<file path="src/rtl/rmcds_pkg.sv">
package rmcds_pkg;

  // Register byte addresses on the slave port.
  localparam logic [7:0] RMCDS_ADDR_RUN_CFG = 8'h60;
  localparam logic [7:0] RMCDS_ADDR_OVR_CFG = 8'h70;
  localparam logic [7:0] RMCDS_ADDR_STATUS = 8'h74;

  // Run-mode configuration field positions.
  localparam int RMCDS_SYSTEM_DIVISOR_FIELD_LSB = 23;
  localparam int RMCDS_SYSTEM_DIVISOR_FIELD_MSB = 26;
  localparam int RMCDS_USE_SYSTEM_DIVISOR_FIELD_BIT = 22;
  localparam int RMCDS_USE_PWM_DIVISOR_FIELD_BIT = 20;
  localparam int RMCDS_PWM_DIVISOR_FIELD_LSB = 17;
  localparam int RMCDS_PWM_DIVISOR_FIELD_MSB = 19;
  localparam int RMCDS_PLL_POWER_DOWN_BIT = 13;
  localparam int RMCDS_RSVD_ONE_BIT = 12;
  localparam int RMCDS_BYPASS_BIT = 11;
  localparam int RMCDS_BASE_INPUT_SOURCE_FIELD_LSB = 4;
  localparam int RMCDS_BASE_INPUT_SOURCE_FIELD_MSB = 5;

  // Override configuration field positions.
  localparam int RMCDS_OVR_EN_BIT = 31;
  localparam int RMCDS_OVR_DIV_LSB = 23;
  localparam int RMCDS_OVR_DIV_MSB = 26;

  // Status field positions.
  localparam int RMCDS_ST_DIV_LSB = 0;
  localparam int RMCDS_ST_DIV_MSB = 3;
  localparam int RMCDS_ST_DIV_ACTIVE_BIT = 4;
  localparam int RMCDS_ST_PLL_SEL_BIT = 5;
  localparam int RMCDS_ST_CLAMPED_BIT = 6;

  // Reset values.
  localparam logic [3:0] RMCDS_SYSTEM_DIVISOR_FIELD_RST = 4'hf;
  localparam logic [2:0] RMCDS_PWM_DIVISOR_FIELD_RST = 3'h7;
  localparam logic [1:0] RMCDS_BASE_INPUT_SOURCE_FIELD_RST = 2'h1;
  localparam logic [3:0] RMCDS_OVR_DIV_RST = 4'hf;

  // Base input source codes.
  localparam logic [1:0] RMCDS_SRC_MAIN_CRYSTAL = 2'h0;
  localparam logic [1:0] RMCDS_SRC_INTERNAL = 2'h1;

  // Largest PWM divider exponent index (divide by 64).
  localparam logic [2:0] RMCDS_PWM_DIVISOR_FIELD_MAX = 3'h5;

  typedef struct packed {
    logic [3:0] system_divisor_field;
    logic divider_use_bit;
    logic pwm_divider_use_bit;
    logic [2:0] pwm_divisor_field;
    logic pll_power_down;
    logic pll_skip;
    logic [1:0] base_input_source_field;
  } rmcds_run_cfg_t;

  typedef struct packed {
    logic override_enable_bit;
    logic [3:0] override_divisor_field;
  } rmcds_ovr_cfg_t;

  localparam rmcds_run_cfg_t RMCDS_RUN_CFG_RST = '{
    system_divisor_field: RMCDS_SYSTEM_DIVISOR_FIELD_RST,
    divider_use_bit: 1'b0,
    pwm_divider_use_bit: 1'b0,
    pwm_divisor_field: RMCDS_PWM_DIVISOR_FIELD_RST,
    pll_power_down: 1'b1,
    pll_skip: 1'b1,
    base_input_source_field: RMCDS_BASE_INPUT_SOURCE_FIELD_RST
  };

  localparam rmcds_ovr_cfg_t RMCDS_OVR_CFG_RST = '{
    override_enable_bit: 1'b0,
    override_divisor_field: RMCDS_OVR_DIV_RST
  };

  // Clock selection handed to the clock tree.
  typedef struct packed {
    logic pll_selected;
    logic divider_active;
    logic [3:0] divisor_code;
    logic [1:0] base_input_source;
  } rmcds_clk_sel_t;

endpackage : rmcds_pkg

</file>
<file path="src/rtl/rmcds_top.sv">
// The Avalon-MM slave port and the placing of the registers were chosen for this implementation.
module rmcds_top
  import rmcds_pkg::*;
(
  // Clock and reset.
  input wire logic clock_i,
  input wire logic rst_i,
  // Avalon-MM slave.
  input wire logic [7:0] avs_address_i,
  input wire logic avs_read_i,
  input wire logic avs_write_i,
  input wire logic [3:0] avs_byteenable_i,
  input wire logic [31:0] avs_writedata_i,
  output logic [31:0] avs_readdata_o,
  output logic avs_waitrequest_o,
  // Device limit on the PLL divisor.
  input wire logic [3:0] minimum_system_divisor_i,
  // Clock tree controls.
  output logic pll_power_down_o,
  output rmcds_clk_sel_t clk_sel_o,
  // PWM timing clock.
  output logic pwm_divider_use_o,
  output logic pwm_clk_o,
  output logic pwm_tick_o
);

  rmcds_run_cfg_t run_cfg_reg, run_cfg_next;
  rmcds_ovr_cfg_t ovr_cfg_reg, ovr_cfg_next;
  logic ack_reg, ack_next;
  logic [31:0] rdata_reg, rdata_next;
  logic [5:0] pwm_cnt_reg, pwm_cnt_next;
  logic pwm_clk_reg, pwm_clk_next;
  logic pwm_tick_reg, pwm_tick_next;
  rmcds_clk_sel_t sel_reg, sel_next;
  logic clamped_reg, clamped_next;

  logic req;
  logic [31:0] run_word;
  logic [31:0] ovr_word;
  logic [31:0] status_word;
  logic [31:0] run_wr;
  logic [31:0] ovr_wr;
  logic [31:0] be_mask;

  assign req = avs_read_i | avs_write_i;
  // One wait cycle: the answer comes on the second cycle of every request.
  assign avs_waitrequest_o = req & ~ack_reg;
  assign avs_readdata_o = rdata_reg;
  assign pll_power_down_o = run_cfg_reg.pll_power_down;
  assign clk_sel_o = sel_reg;
  assign pwm_divider_use_o = run_cfg_reg.pwm_divider_use_bit;
  assign pwm_clk_o = pwm_clk_reg;
  assign pwm_tick_o = pwm_tick_reg;

  genvar g;
  generate
    for (g = 0; g < 4; g++) begin : gen_be
      assign be_mask[g*8 +: 8] = {8{avs_byteenable_i[g]}};
    end
  endgenerate

  // Register images as software sees them.
  always_comb begin
    run_word = '0;
    run_word[RMCDS_SYSTEM_DIVISOR_FIELD_MSB:RMCDS_SYSTEM_DIVISOR_FIELD_LSB] = run_cfg_reg.system_divisor_field;
    run_word[RMCDS_USE_SYSTEM_DIVISOR_FIELD_BIT] = run_cfg_reg.divider_use_bit;
    run_word[RMCDS_USE_PWM_DIVISOR_FIELD_BIT] = run_cfg_reg.pwm_divider_use_bit;
    run_word[RMCDS_PWM_DIVISOR_FIELD_MSB:RMCDS_PWM_DIVISOR_FIELD_LSB] = run_cfg_reg.pwm_divisor_field;
    run_word[RMCDS_PLL_POWER_DOWN_BIT] = run_cfg_reg.pll_power_down;
    run_word[RMCDS_RSVD_ONE_BIT] = 1'b1;
    run_word[RMCDS_BYPASS_BIT] = run_cfg_reg.pll_skip;
    run_word[RMCDS_BASE_INPUT_SOURCE_FIELD_MSB:RMCDS_BASE_INPUT_SOURCE_FIELD_LSB] = run_cfg_reg.base_input_source_field;
    ovr_word = '0;
    ovr_word[RMCDS_OVR_EN_BIT] = ovr_cfg_reg.override_enable_bit;
    ovr_word[RMCDS_OVR_DIV_MSB:RMCDS_OVR_DIV_LSB] = ovr_cfg_reg.override_divisor_field;
    status_word = '0;
    status_word[RMCDS_ST_DIV_MSB:RMCDS_ST_DIV_LSB] = sel_reg.divisor_code;
    status_word[RMCDS_ST_DIV_ACTIVE_BIT] = sel_reg.divider_active;
    status_word[RMCDS_ST_PLL_SEL_BIT] = sel_reg.pll_selected;
    status_word[RMCDS_ST_CLAMPED_BIT] = clamped_reg;
    run_wr = (run_word & ~be_mask) | (avs_writedata_i & be_mask);
    ovr_wr = (ovr_word & ~be_mask) | (avs_writedata_i & be_mask);
  end

  // Bus handshake, read data and register writes.
  always_comb begin
    ack_next = req & ~ack_reg;
    rdata_next = rdata_reg;
    run_cfg_next = run_cfg_reg;
    ovr_cfg_next = ovr_cfg_reg;
    if (avs_read_i && !ack_reg) begin
      unique case (avs_address_i)
        RMCDS_ADDR_RUN_CFG: rdata_next = run_word;
        RMCDS_ADDR_OVR_CFG: rdata_next = ovr_word;
        RMCDS_ADDR_STATUS: rdata_next = status_word;
        default: rdata_next = '0;
      endcase
    end
    if (avs_write_i && ack_reg) begin
      if (avs_address_i == RMCDS_ADDR_RUN_CFG) begin
        run_cfg_next.system_divisor_field = run_wr[RMCDS_SYSTEM_DIVISOR_FIELD_MSB:RMCDS_SYSTEM_DIVISOR_FIELD_LSB];
        run_cfg_next.divider_use_bit = run_wr[RMCDS_USE_SYSTEM_DIVISOR_FIELD_BIT];
        run_cfg_next.pwm_divider_use_bit = run_wr[RMCDS_USE_PWM_DIVISOR_FIELD_BIT];
        run_cfg_next.pwm_divisor_field = run_wr[RMCDS_PWM_DIVISOR_FIELD_MSB:RMCDS_PWM_DIVISOR_FIELD_LSB];
        run_cfg_next.pll_power_down = run_wr[RMCDS_PLL_POWER_DOWN_BIT];
        run_cfg_next.pll_skip = run_wr[RMCDS_BYPASS_BIT];
        run_cfg_next.base_input_source_field =
          run_wr[RMCDS_BASE_INPUT_SOURCE_FIELD_MSB:RMCDS_BASE_INPUT_SOURCE_FIELD_LSB];
      end
      if (avs_address_i == RMCDS_ADDR_OVR_CFG) begin
        ovr_cfg_next.override_enable_bit = ovr_wr[RMCDS_OVR_EN_BIT];
        ovr_cfg_next.override_divisor_field = ovr_wr[RMCDS_OVR_DIV_MSB:RMCDS_OVR_DIV_LSB];
      end
    end
  end

  always_ff @(posedge clock_i) begin
    if (rst_i) begin
      ack_reg <= 1'b0;
      rdata_reg <= '0;
      run_cfg_reg <= RMCDS_RUN_CFG_RST;
      ovr_cfg_reg <= RMCDS_OVR_CFG_RST;
    end else begin
      ack_reg <= ack_next;
      rdata_reg <= rdata_next;
      run_cfg_reg <= run_cfg_next;
      ovr_cfg_reg <= ovr_cfg_next;
    end
  end

  // System clock selection and divisor.
  always_comb begin
    logic [3:0] prog_div;
    prog_div = run_cfg_reg.system_divisor_field;
    if (ovr_cfg_reg.override_enable_bit) begin
      prog_div = ovr_cfg_reg.override_divisor_field;
    end
    sel_next.pll_selected = ~run_cfg_reg.pll_skip;
    sel_next.base_input_source = run_cfg_reg.base_input_source_field;
    // The PLL path always runs through the divider; bypass uses it only on request.
    sel_next.divider_active = ~run_cfg_reg.pll_skip | run_cfg_reg.divider_use_bit;
    clamped_next = 1'b0;
    sel_next.divisor_code = prog_div;
    if (!run_cfg_reg.pll_skip && (prog_div < minimum_system_divisor_i)) begin
      sel_next.divisor_code = minimum_system_divisor_i;
      clamped_next = 1'b1;
    end
  end

  always_ff @(posedge clock_i) begin
    if (rst_i) begin
      sel_reg <= '{pll_selected: 1'b0, divider_active: 1'b0,
                   divisor_code: RMCDS_SYSTEM_DIVISOR_FIELD_RST, base_input_source: RMCDS_BASE_INPUT_SOURCE_FIELD_RST};
      clamped_reg <= 1'b0;
    end else begin
      sel_reg <= sel_next;
      clamped_reg <= clamped_next;
    end
  end

  // PWM divider: a free counter whose bit n is a square wave at clock/2^(n+1).
  always_comb begin
    logic [2:0] idx;
    logic [5:0] mask;
    idx = run_cfg_reg.pwm_divisor_field;
    if (idx > RMCDS_PWM_DIVISOR_FIELD_MAX) begin
      idx = RMCDS_PWM_DIVISOR_FIELD_MAX;
    end
    mask = 6'(({1'b0, 6'h3f} >> (RMCDS_PWM_DIVISOR_FIELD_MAX - idx)));
    pwm_cnt_next = pwm_cnt_reg + 6'h01;
    // Registered from the next count so edges land on system clock edges.
    pwm_clk_next = pwm_cnt_next[idx];
    pwm_tick_next = 1'b1;
    if (run_cfg_reg.pwm_divider_use_bit) begin
      pwm_tick_next = ((pwm_cnt_next & mask) == (mask ^ (mask >> 1)));
    end
  end

  always_ff @(posedge clock_i) begin
    if (rst_i) begin
      pwm_cnt_reg <= '0;
      pwm_clk_reg <= 1'b0;
      pwm_tick_reg <= 1'b0;
    end else begin
      pwm_cnt_reg <= pwm_cnt_next;
      pwm_clk_reg <= pwm_clk_next;
      pwm_tick_reg <= pwm_tick_next;
    end
  end

endmodule // rmcds_top

</file>
<file path="config.mk">
export PLATFORM = sky130hd
export DESIGN_NAME = rmcds_top
export DESIGN_NICKNAME = d
export VERILOG_FILES = /design/src/rtl/rmcds_pkg.sv /design/src/rtl/rmcds_top.sv
export SDC_FILE = /design/constraint.sdc
export NUM_CORES = 1
export LEC_CHECK = 0
export ABC_AREA = 1
export BUFFER_PORTS_ARGS = -buffer_cell sky130_fd_sc_hd__buf_2
export CAP_MARGIN = 15
export CORE_MARGIN = 2
export CORE_UTILIZATION = 49
export DETAILED_ROUTE_END_ITERATION = 8
export PLACE_DENSITY = 0.91
export SYNTH_ARGS = -nofsm -noshare
export SYNTH_HDL_FRONTEND = slang
export SYNTH_SLANG_ARGS = --single-unit
</file>
<file path="constraint.sdc">
create_clock -name clock_i -period 2.28 [get_ports clock_i]
set_input_delay 0.456 -clock clock_i [delete_from_list [all_inputs] [get_ports clock_i]]
set_output_delay 0.456 -clock clock_i [all_outputs]
set_load 0.01 [all_outputs]
</file>
Word level (Yosys, flattened, before mapping)
Index checks and enable logic that the tools add are counted.
Widths: inputs -> output; s select.
Storage, ports and cells
  bits in registers: 68
  input bits: 52
  logic and storage cells: 57
Cells by class
  $add $sub $neg: 2
  $lt $le $gt $ge: 3
  equality and inequality tests: 4
  shift operators: 1
  multiplexer cells: 8
  bitwise gates (word level): 13
  reduce and logical (&&, ||, !) cells: 7
Operator list (count)
  $pmux 32 s3: 1
  $and 32x32->32: 2
  $not 32->32: 1
  $or 32x32->32: 1
  $and 27x27->27: 1
  $or 27x27->27: 1
  $eq 8x7->1 const B: 3
  $mux 4: 2
  $add 6x1->6 const B: 1
  $and 6x6->6: 1
  $eq 6x6->1: 1
  $shr 6x3->6 const A: 1
  $xor 6x5->6: 1
  $lt 3x4->1 const B: 1
  $lt 4x4->1: 1
  $reduce_and 2->1: 2
  $bmux 1 s3: 1
  $gt 3x3->1 const B: 1
  $logic_and 1x1->1: 3
  $mux 1: 3
  $mux 3: 1
  $sub 3x3->3 const A: 1
  $logic_not 1->1: 2
  $not 1->1: 2
  2 further kinds: 3

Depth between registers and ports, before layout
Gate-level depths: netlist of the first run.
  depth in word-level cells: 7
  mapped depth: 12
  depth with buffers taken out: 12

Worst setup path before layout of the first run
No wires, ideal clock.
  path type: register to register
  from: register with a tool-made name
  to: register sel_reg (netlist bit clk_sel_o[2])
  setup time: 0.130 ns
  arrival time: 1.495 ns
  data required time: 2.150 ns
  path slack: 0.655 ns
  stages on the path, launching flop included: 8
  path buffers: 1
  period minus slack after synthesis: 1.625 ns
  path through: dfxtp_1 -> buf_2 -> o21ai_0 -> ha_1 -> a21oi_1 -> nand3_1 -> nand2_1 -> nand3_1
RTL lines
  to (signal assigned): line rmcds_top.sv:152  | sel_reg <= '{pll_selected: 1'b0, divider_active: 1'b0,
  to (signal assigned): line rmcds_top.sv:156  | sel_reg <= sel_next;
  to (decl): line rmcds_top.sv:34  | rmcds_clk_sel_t sel_reg, sel_next;

==> run summary, run 1 <==
Global-route wire length before repair: 9560 µm
CP delay by family, top: compound AO/OA/AOI/OAI gates
Main flop type after synthesis: dfxtp_1
Largest cells by area after synthesis: dfxtp_1, nand2_1, a21oi_1
Synth Cell Area: 0.00258 mm²
DIE HEIGHT: 76.6 µm
Global route overflow: 0
DP HPWL: 4360 µm
Leading area contributor after synthesis: dfxtp_1
Critical path startpoint category: flip-flop
Crit share post-route: 83.5%
Setup violations, final: 0
Mean area per synthesized cell: 7.27 µm²
Starting density of the core: 50.5%
Worst path arrival time: 2090 ps
Post-layout min period: 1900 ps
Outcome: complete, no violations
GRT Total Usage: 19.7%
CP Cell Sequence: o21ai_0, ha_1, a21oi_1, nand3_1, nand2_1, nand3_1
Worst-path maximum fanout: 10
Clock buffer depth: 2
Required @ worst endpoint: 2470 ps
Largest net degree at the start of global routing: 31
Slew Limit Fails: 0
Core area: 0.00511 mm²
Hold path depth: 3
Critical path class: flip-flop to flip-flop
Die width: 76.6 µm
Post-route cell area: 0.00300 mm²
Post_cts resized: 0
Max-cap violation count: 0
DP Cell Count: 482
Pre-antenna DRT Iters: 4
Met3 Use GR: 3.79%
Crit-path max cell delay: 510 ps
Clock Sinks: 56
N_diodes: 0
CTS tree: yes
Final antenna-violating net count: 0
TritonCTS Buffers: 5
H-tree Lvls: 2
Initial antenna violation count: 0
Register area share after synthesis: 43.5%
RSZ-0062 raised after global routing: false
Area of the multi-input gates: 0.00120 mm²
Residual DRC count: 0
Layout cells sized above 1: 21.2%
GR peak layer: met2
Static leakage: 1.53 nW
DR WL/cell: 11.8 µm
Hold Path Class: primary input to flip-flop
M1 GR Usage: 23.7%
Final GP Congestion: 0.879
Slowest CP cell: dfxtp_1
R2r worst-path depth: 6
Vias: 2,485
Worst skew pair latency: 300 ps
Cells after synthesis: 355
Worst Path Buf+Inv: 0
Yosys warnings: 0
Post-placement cell area: 0.00292 mm²
Setup TNS: 0 ps
Most used cell, CP: nand3_1
Reg area: 0.00112 mm²
Post-Route WL: 5760 µm
Number of port buffers: 66
Clock transition at path regs: 100 ps
Critical Path End Type: flip-flop
Crit path depth: 6
Setup Skew: 7.85 ps
P per Cell Area: 554 mW/mm²
Synth top area share: 43.5%
EDFF count, synth: 0
Number of nets in the layout: 477
Starting DRT DRC Count: 133
Synth async-reset ratio: 0%
Die ar.: 0.00586 mm²
Vias in the first global route: 2,287
Met2 Usage GRT: 34.3%
# hold bufs at CTS: 0
I/O Pins: 97
Area Overhead vs Synth: 16.3%
Yosys reg bits: 56
Fin. Hold Viols: 0
Distinct cells, synth: 32
Non-Filler Instances: 489
Postcts setup bufs: 0
Num rows: 26
Vias per inst: 5.08
Clock Tree Root: clkbuf_8
Max VDD drop: 0.293 mV
Hold Crit Start: avs_writedata_i[18]
F_max: 525 MHz
Fillcell total: 466
==> final timing paths <==
kind / endpoint / slack (ps)
max reg2reg: clk_sel_o[5]$_SDFF_PP1_ / 380
min: flip-flop / 360
min reg2reg: avs_readdata_o[6]$_SDFFE_PP0P_ / 460
max: clk_sel_o[5]$_SDFF_PP1_ / 380
==> kinds of logic (layout without fill, tap and decap cells) <==
family | Yosys count | count (layout) | synth area share [%]
and+or+nand+nor | 162 | 162 | 27.6
buffers and inverters | 66 | 119 | 11.8
AOI/OAI and AO/OA | 63 | 63 | 13.7
DFF | 56 | 56 | 43.5
adders and majority gates | 6 | 6 | 2.91
other | 1 | 12 | 0.145
xor gates and xnor gates | 1 | 1 | 0.340
==> stage by stage <==
step                      hold WS (ps)  setup slack, ps  total power [mW]  utilization [%]
after global routing               380              222              1.72             58.8
after global placement             430              474              1.17             57.3
final                              359              376              1.66             58.8
after floorplan                    414              655              1.12                -
after CTS                          355              420              1.67             58.8
after detailed placement           439              417              1.17             57.3
==> where the power goes <==
part,switching (mW),internal [mW]
logic,0.0963,0.0528
clock network,0.299,0.210
registers,0.0126,0.992
==> placed cells by master, fill, tap and decap left out <==
cell / count
nand3_1: 29
buf_2: 66
nand2_4: 1
o22ai_1: 2
nor3_1: 1
inv_1: 38
nor3b_2: 1
clkinv_1: 1
conb_1: 12
a21oi_2: 1
and2_1: 1
clkinv_4: 1
xnor2_1: 1
nor2_4: 1
dfxtp_1: 56
o21ai_0: 19
inv_2: 3
o21ai_1: 1
clkinv_2: 1
nand2_2: 2
clkbuf_1: 1
nand4_1: 7
ha_1: 6
o211ai_1: 10
nand3b_1: 1
a21oi_1: 29
nand3_2: 2
clkbuf_8: 5
buf_4: 3
o31ai_2: 1
nand2_1: 98
nor2_2: 1
nor2_1: 17
==> cells in the mapped netlist (2+ instances only) <==
library cell and count:
clkbuf_1 5, buf_2 5, nand3_2 2, dfxtp_1 56, ha_1 6, o21ai_0 19
o211ai_1 10, o22ai_1 2, inv_2 3, nand2_2 2, nand3_1 29, buf_4 12
nand4_1 7, a21oi_1 29, inv_1 38, nand2_1 98, nor2_1 17
==> per-layer routing <==
metal | vias to the layer above | routed length (µm)
met5 | - | 0
met4 | 0 | 59
met3 | 11 | 375
met2 | 93 | 2820
met1 | 1130 | 2500
li1 | 1251 | -
==> tightest hold or removal path: stages <==
cell	delay [ps]
buf_2	80
nand2_1	50
nand3_1	50
==> layout make-up <==
class	instances	share of cell area (%)
clock inverters	1	0.167
inverters	43	5.54
repair buffers	69	11.8
well taps	70	2.92
flip-flops and latches	56	37.3
multi-input cells	244	39.9
clock buffers	6	2.42
Power figures use the tool's default switching activity.
==> run 2: changes to the inputs <==
Settings changed: ABC_AREA 1 to 0, CORE_UTILIZATION 49 to 44, PLACE_DENSITY 0.91 to 0.87.
Clock period 2.28 ns to 1.7 ns, I/O delays scaled along.
==> run summary, run 2 <==
Outcome: finished with violations
Failing checks: setup timing
Synth Cell Area: 0.00257 mm²
Residual DRC count: 0
Layout cells sized above 1: 34.4%
Yosys warnings: 0
Final GP Congestion: 0.815
Global route overflow: 0
Hold Path Class: primary input to flip-flop
Critical Path End Type: flip-flop
Critical Path End: clk_sel_o[4]$_SDFF_PP1_
Vias: 2,384
Post-route cell area: 0.00332 mm²
Largest cells by area after synthesis: dfxtp_1, nor2_1, a22oi_1
Mean area per synthesized cell: 9.12 µm²
Area Overhead vs Synth: 29.1%
CTS tree: yes
H-tree Lvls: 2
EDFF count, synth: 0
Slowest CP cell: dfxtp_4
Vias per inst: 5.48
Leading area contributor after synthesis: dfxtp_1
Worst r2r dst: clk_sel_o[4]$_SDFF_PP1_
I/O Pins: 97
Setup violations, final: 5
Starting density of the core: 46.2%
Vias in the first global route: 2,280
Num rows: 27
Setup TNS: -432 ps
Critical path class: flip-flop to flip-flop
Required @ worst endpoint: 1900 ps
Setup slack after layout: -115 ps
Crit-path max cell delay: 400 ps
DIE HEIGHT: 80.5 µm
Global-route wire length before repair: 10,400 µm
Critical path startpoint category: flip-flop
Commonest cells after routing, fill and taps aside: buf_2, dfxtp_1, nor2_1
Die width: 80.5 µm
Post-layout min period: 1820 ps
Slew headroom: 57.4%
TritonCTS Buffers: 5
Synth async-reset ratio: 0%
Clock transition at path regs: 100 ps
R2r setup slk: -120 ps
Final Power: 2.41 mW
DR WL/cell: 15.8 µm
Worst skew pair latency: 310 ps
Die ar.: 0.00647 mm²
Largest net degree at the start of global routing: 32
Fin. Hold Viols: 0
Slew Limit Fails: 0
Main flop type after synthesis: dfxtp_1
Crit share post-route: 107%
Hold Crit Start: avs_writedata_i[26]
Yosys reg bits: 56
Clock Tree Root: clkbuf_8
Clock buffer depth: 2
Worst-path maximum fanout: 5
DP HPWL: 4560 µm
Starting DRT DRC Count: 122
Util after Layout: 59.6%
Initial antenna violation count: 0
Max-cap violation count: 0
Pre-antenna DRT Iters: 4
Post-Route WL: 6860 µm
CP Cell Sequence: mux2_4, ha_4, nor2_4, a211oi_4, or3_1, a21o_1
Max VDD drop: 0.291 mV
Most numerous cell in the Yosys netlist: dfxtp_1
Top cells by count, synth: dfxtp_1, nor2_1, a22oi_1
N_diodes: 0
Static leakage: 1.46 nW
R2r worst-path depth: 6
Setup Skew: 8.68 ps
Final antenna-violating net count: 0
Number of nets in the layout: 421
Register area share after synthesis: 43.6%
Synth top area share: 43.6%
Clock Sinks: 56
Number of port buffers: 66
Core area: 0.00557 mm²
Cells after synthesis: 282
Worst path arrival time: 2020 ps
Distinct cells, synth: 50
Slew @ Worst Pin: 633 ps
GRT Total Usage: 20.9%
Post-placement cell area: 0.00308 mm²
P per Cell Area: 724 mW/mm²
RSZ-0062 raised after global routing: true
F_max: 551 MHz
Commonest non-fill, non-tap cell in the layout: buf_2
-- run 2: logic make-up (layout without fill, tap and decap cells) --
family,after synthesis,after routing,synth area share (%)
xor+xnor,4,4,1.36
other cells,1,12,0.146
simple gates,93,93,18.9
fa+ha+maj,6,6,2.92
mux,14,14,5.74
flops,56,56,43.6
buf+inv,44,113,8.37
compound gates,64,65,19.0
-- run 2: critical path, delay by kind of cell, from the launching register on --
| family | cells | cell delay, ps |
|---|---|---|
| and+or+nand+nor | 2 | 480 |
| DFF | 1 | 400 |
| muxes | 1 | 330 |
| adders and majority gates | 1 | 250 |
| AOI/OAI and AO/OA | 2 | 240 |
-- run 2: metrics by stage --
step           hold slack [ps]  cells  setup slack, ps
2_1_floorplan              437    293            -45.4
3_3_place_gp               448    427             -151
3_5_place_dp               466    427             -178
4_1_cts                    239    435            -94.4
5_1_grt                    241    435             -139
6_report                   241    435             -115
-- run 2: timing repair --
item / CTS / global route
cloned: 1 / 0
hold buffers: 0 / 0
endpoints found under the setup margin: 6 / 6
gates resized for setup: 16 / 5
buffers inserted: 0 / 0
pin swaps: 7 / 6
-- run 2: metal layers --
metal  track usage [%]  routed length, µm  vias up
met5                 0                  0        -
met4              12.9                316        0
met3              4.04                298       28
met2              35.3               3540       90
met1              24.2               2700     1142
li1                  -                  -     1124
-- run 2: power breakdown --
group / internal, mW / leakage (nW) / total, mW / switching [mW]
Combinational: 0.0969 / 0.955 / 0.232 / 0.135
Clock: 0.433 / 0.0513 / 0.845 / 0.412
Sequential: 1.32 / 0.454 / 1.33 / 0.00992
-- run 2: final cells by class --
| cell class | count | area (µm²) |
|---|---|---|
| multi-input combinational | 194 | 1420 |
| timing repair buffer | 89 | 519 |
| clock buffer | 6 | 72.6 |
| clock inverter | 1 | 30.0 |
| fill | 434 | 2250 |
| tap | 72 | 90.1 |
| sequential | 56 | 1130 |
| inverter | 17 | 63.8 |
-- run 2: worst min path at each step --
stage                     slack (ps)                             end  depth (start not counted)
after floorplan                  440         clk_sel_o[7]$_SDFF_PP0_                          1
after global placement           450  avs_readdata_o[6]$_SDFFE_PP0P_                          2
after detailed placement         470              ack_reg$_SDFF_PP0_                          1
after CTS                        240                       flip-flop                          2
after global routing             240                       flip-flop                          2
final                            240                       flip-flop                          2
==> run 3: changes to the inputs <==
Settings changed: CORE_UTILIZATION 44 to 25, PLACE_DENSITY 0.87 to 0.59, TNS_END_PERCENT set to 30.
==> run summary, run 3 (synthesized netlist as in run 2, its figures left out) <==
Vias per inst: 4.41
Post-layout min period: 1750 ps
Static leakage: 1.47 nW
Layout cells sized above 1: 35.2%
Starting DRT DRC Count: 79
Setup violations, final: 4
I/O Pins: 97
Non-Filler Instances: 505
Die ar.: 0.0111 mm²
Fin. Hold Viols: 0
Clock Sinks: 56
DR WL/cell: 13.2 µm
Critical path startpoint category: flip-flop
Post-Route WL: 6680 µm
P per Cell Area: 669 mW/mm²
Number of port buffers: 66
DIE HEIGHT: 105 µm
Global-route wire length before repair: 10,700 µm
Clock buffer depth: 2
Die width: 105 µm
Post-placement cell area: 0.00320 mm²
Setup slack after layout: -48.2 ps
Critical path class: flip-flop to flip-flop
Number of nets in the layout: 426
Area Overhead vs Synth: 32.3%
Hold path depth: 2
Critical Path End Type: flip-flop
Slew headroom: 63.0%
Residual DRC count: 0
Final GP Congestion: 0.783
Hold Path Class: primary input to flip-flop
R2r worst-path depth: 6
Core area: 0.0101 mm²
Clock Tree Root: clkbuf_8
DP Cell Count: 495
GRT Total Usage: 12.1%
Slew Limit Fails: 0
Reg area: 0.00113 mm²
Crit share post-route: 103%
Pre-antenna DRT Iters: 4
Global route overflow: 0
Slew @ Worst Pin: 550 ps
DP HPWL: 4890 µm
Area of the multi-input gates: 0.00140 mm²
Vias in the first global route: 2,192
Worst-path maximum fanout: 5
TritonCTS Buffers: 5
Setup TNS: -186 ps
CTS tree: yes
Fillcell total: 1,062
Commonest cells after routing, fill and taps aside: buf_2, dfxtp_1, nor2_1
Failing checks: setup timing
Initial antenna violation count: 0
RSZ-0062 raised after global routing: true
Util after Layout: 33.6%
N_diodes: 0
Worst path arrival time: 1970 ps
F_max: 572 MHz
Largest net degree at the start of global routing: 41
Clock transition at path regs: 100 ps
Required @ worst endpoint: 1920 ps
Final antenna-violating net count: 0
Setup Skew: 10.8 ps
H-tree Lvls: 2
Starting density of the core: 25.4%
Num rows: 37
Max VDD drop: 0.267 mV
Commonest non-fill, non-tap cell in the layout: buf_2
Max-cap violation count: 0
Vias: 2,228
Outcome: finished with violations
Worst skew pair latency: 320 ps
Post-route cell area: 0.00340 mm²
[run 3: repair_timing]
| item | CTS | global route |
|---|---|---|
| hold buffers | 0 | 0 |
| cloned | 1 | 0 |
| gates resized for setup | 13 | 5 |
| setup endpoints to repair | 6 | 7 |
| pin swaps | 3 | 4 |
| setup buffers | 1 | 0 |
[run 3: per-stage QoR]
| stage | hold slack, ps | total power [mW] | worst slack, ps |
|---|---|---|---|
| after floorplan | 437 | 1.48 | -45.4 |
| after global placement | 452 | 1.56 | -156 |
| after detailed placement | 461 | 1.56 | -226 |
| after CTS | 220 | 2.31 | -64.4 |
| after global routing | 232 | 2.38 | -120 |
| final | 232 | 2.28 | -48.2 |
[run 3: per-layer routing]
metal / part of all wire, % / vias to the layer above / track usage [%]
li1: - / 1132 / -
met1: 47 / 1039 / 15.2
met2: 45 / 47 / 19.1
met3: 6.0 / 10 / 3.96
met4: 2.1 / 0 / 4.95
met5: 0 / - / 0
[run 3: where the power goes]
part           internal [mW]  switching, mW  total (mW)
Combinational         0.0970          0.127       0.224
Sequential              1.32        0.00797        1.33
Clock                  0.291          0.435       0.726
Total                   1.71          0.570        2.28
[run 3: path summary, 6_finish.rpt]
kind | from | end | slack [ps]
worst min-delay path | avs_writedata_i[26] | flip-flop | 230
worst min register to register | ack_reg$_SDFF_PP0_ | ack_reg$_SDFF_PP0_ | 480
worst max-delay path | flip-flop | clk_sel_o[4]$_SDFF_PP1_ | -50
worst max register to register | flip-flop | clk_sel_o[4]$_SDFF_PP1_ | -50
[run 3: critical path, cell delays in order, from the launching register on]
cell and delay (ps):
dfxtp_4 400, mux2_4 330, ha_4 250, o21ai_4 80, a211oi_2 120, or3_1 320, a21o_1 160
[run 3: cell type report]
cell class                 instances  area share [%]
clock buffer                       7            2.24
sequential                        56            33.1
tap                              136            5.00
inverter                          17            1.88
timing repair buffer              94            16.6
multi-input combinational        194            41.0
clock inverter                     1           0.147
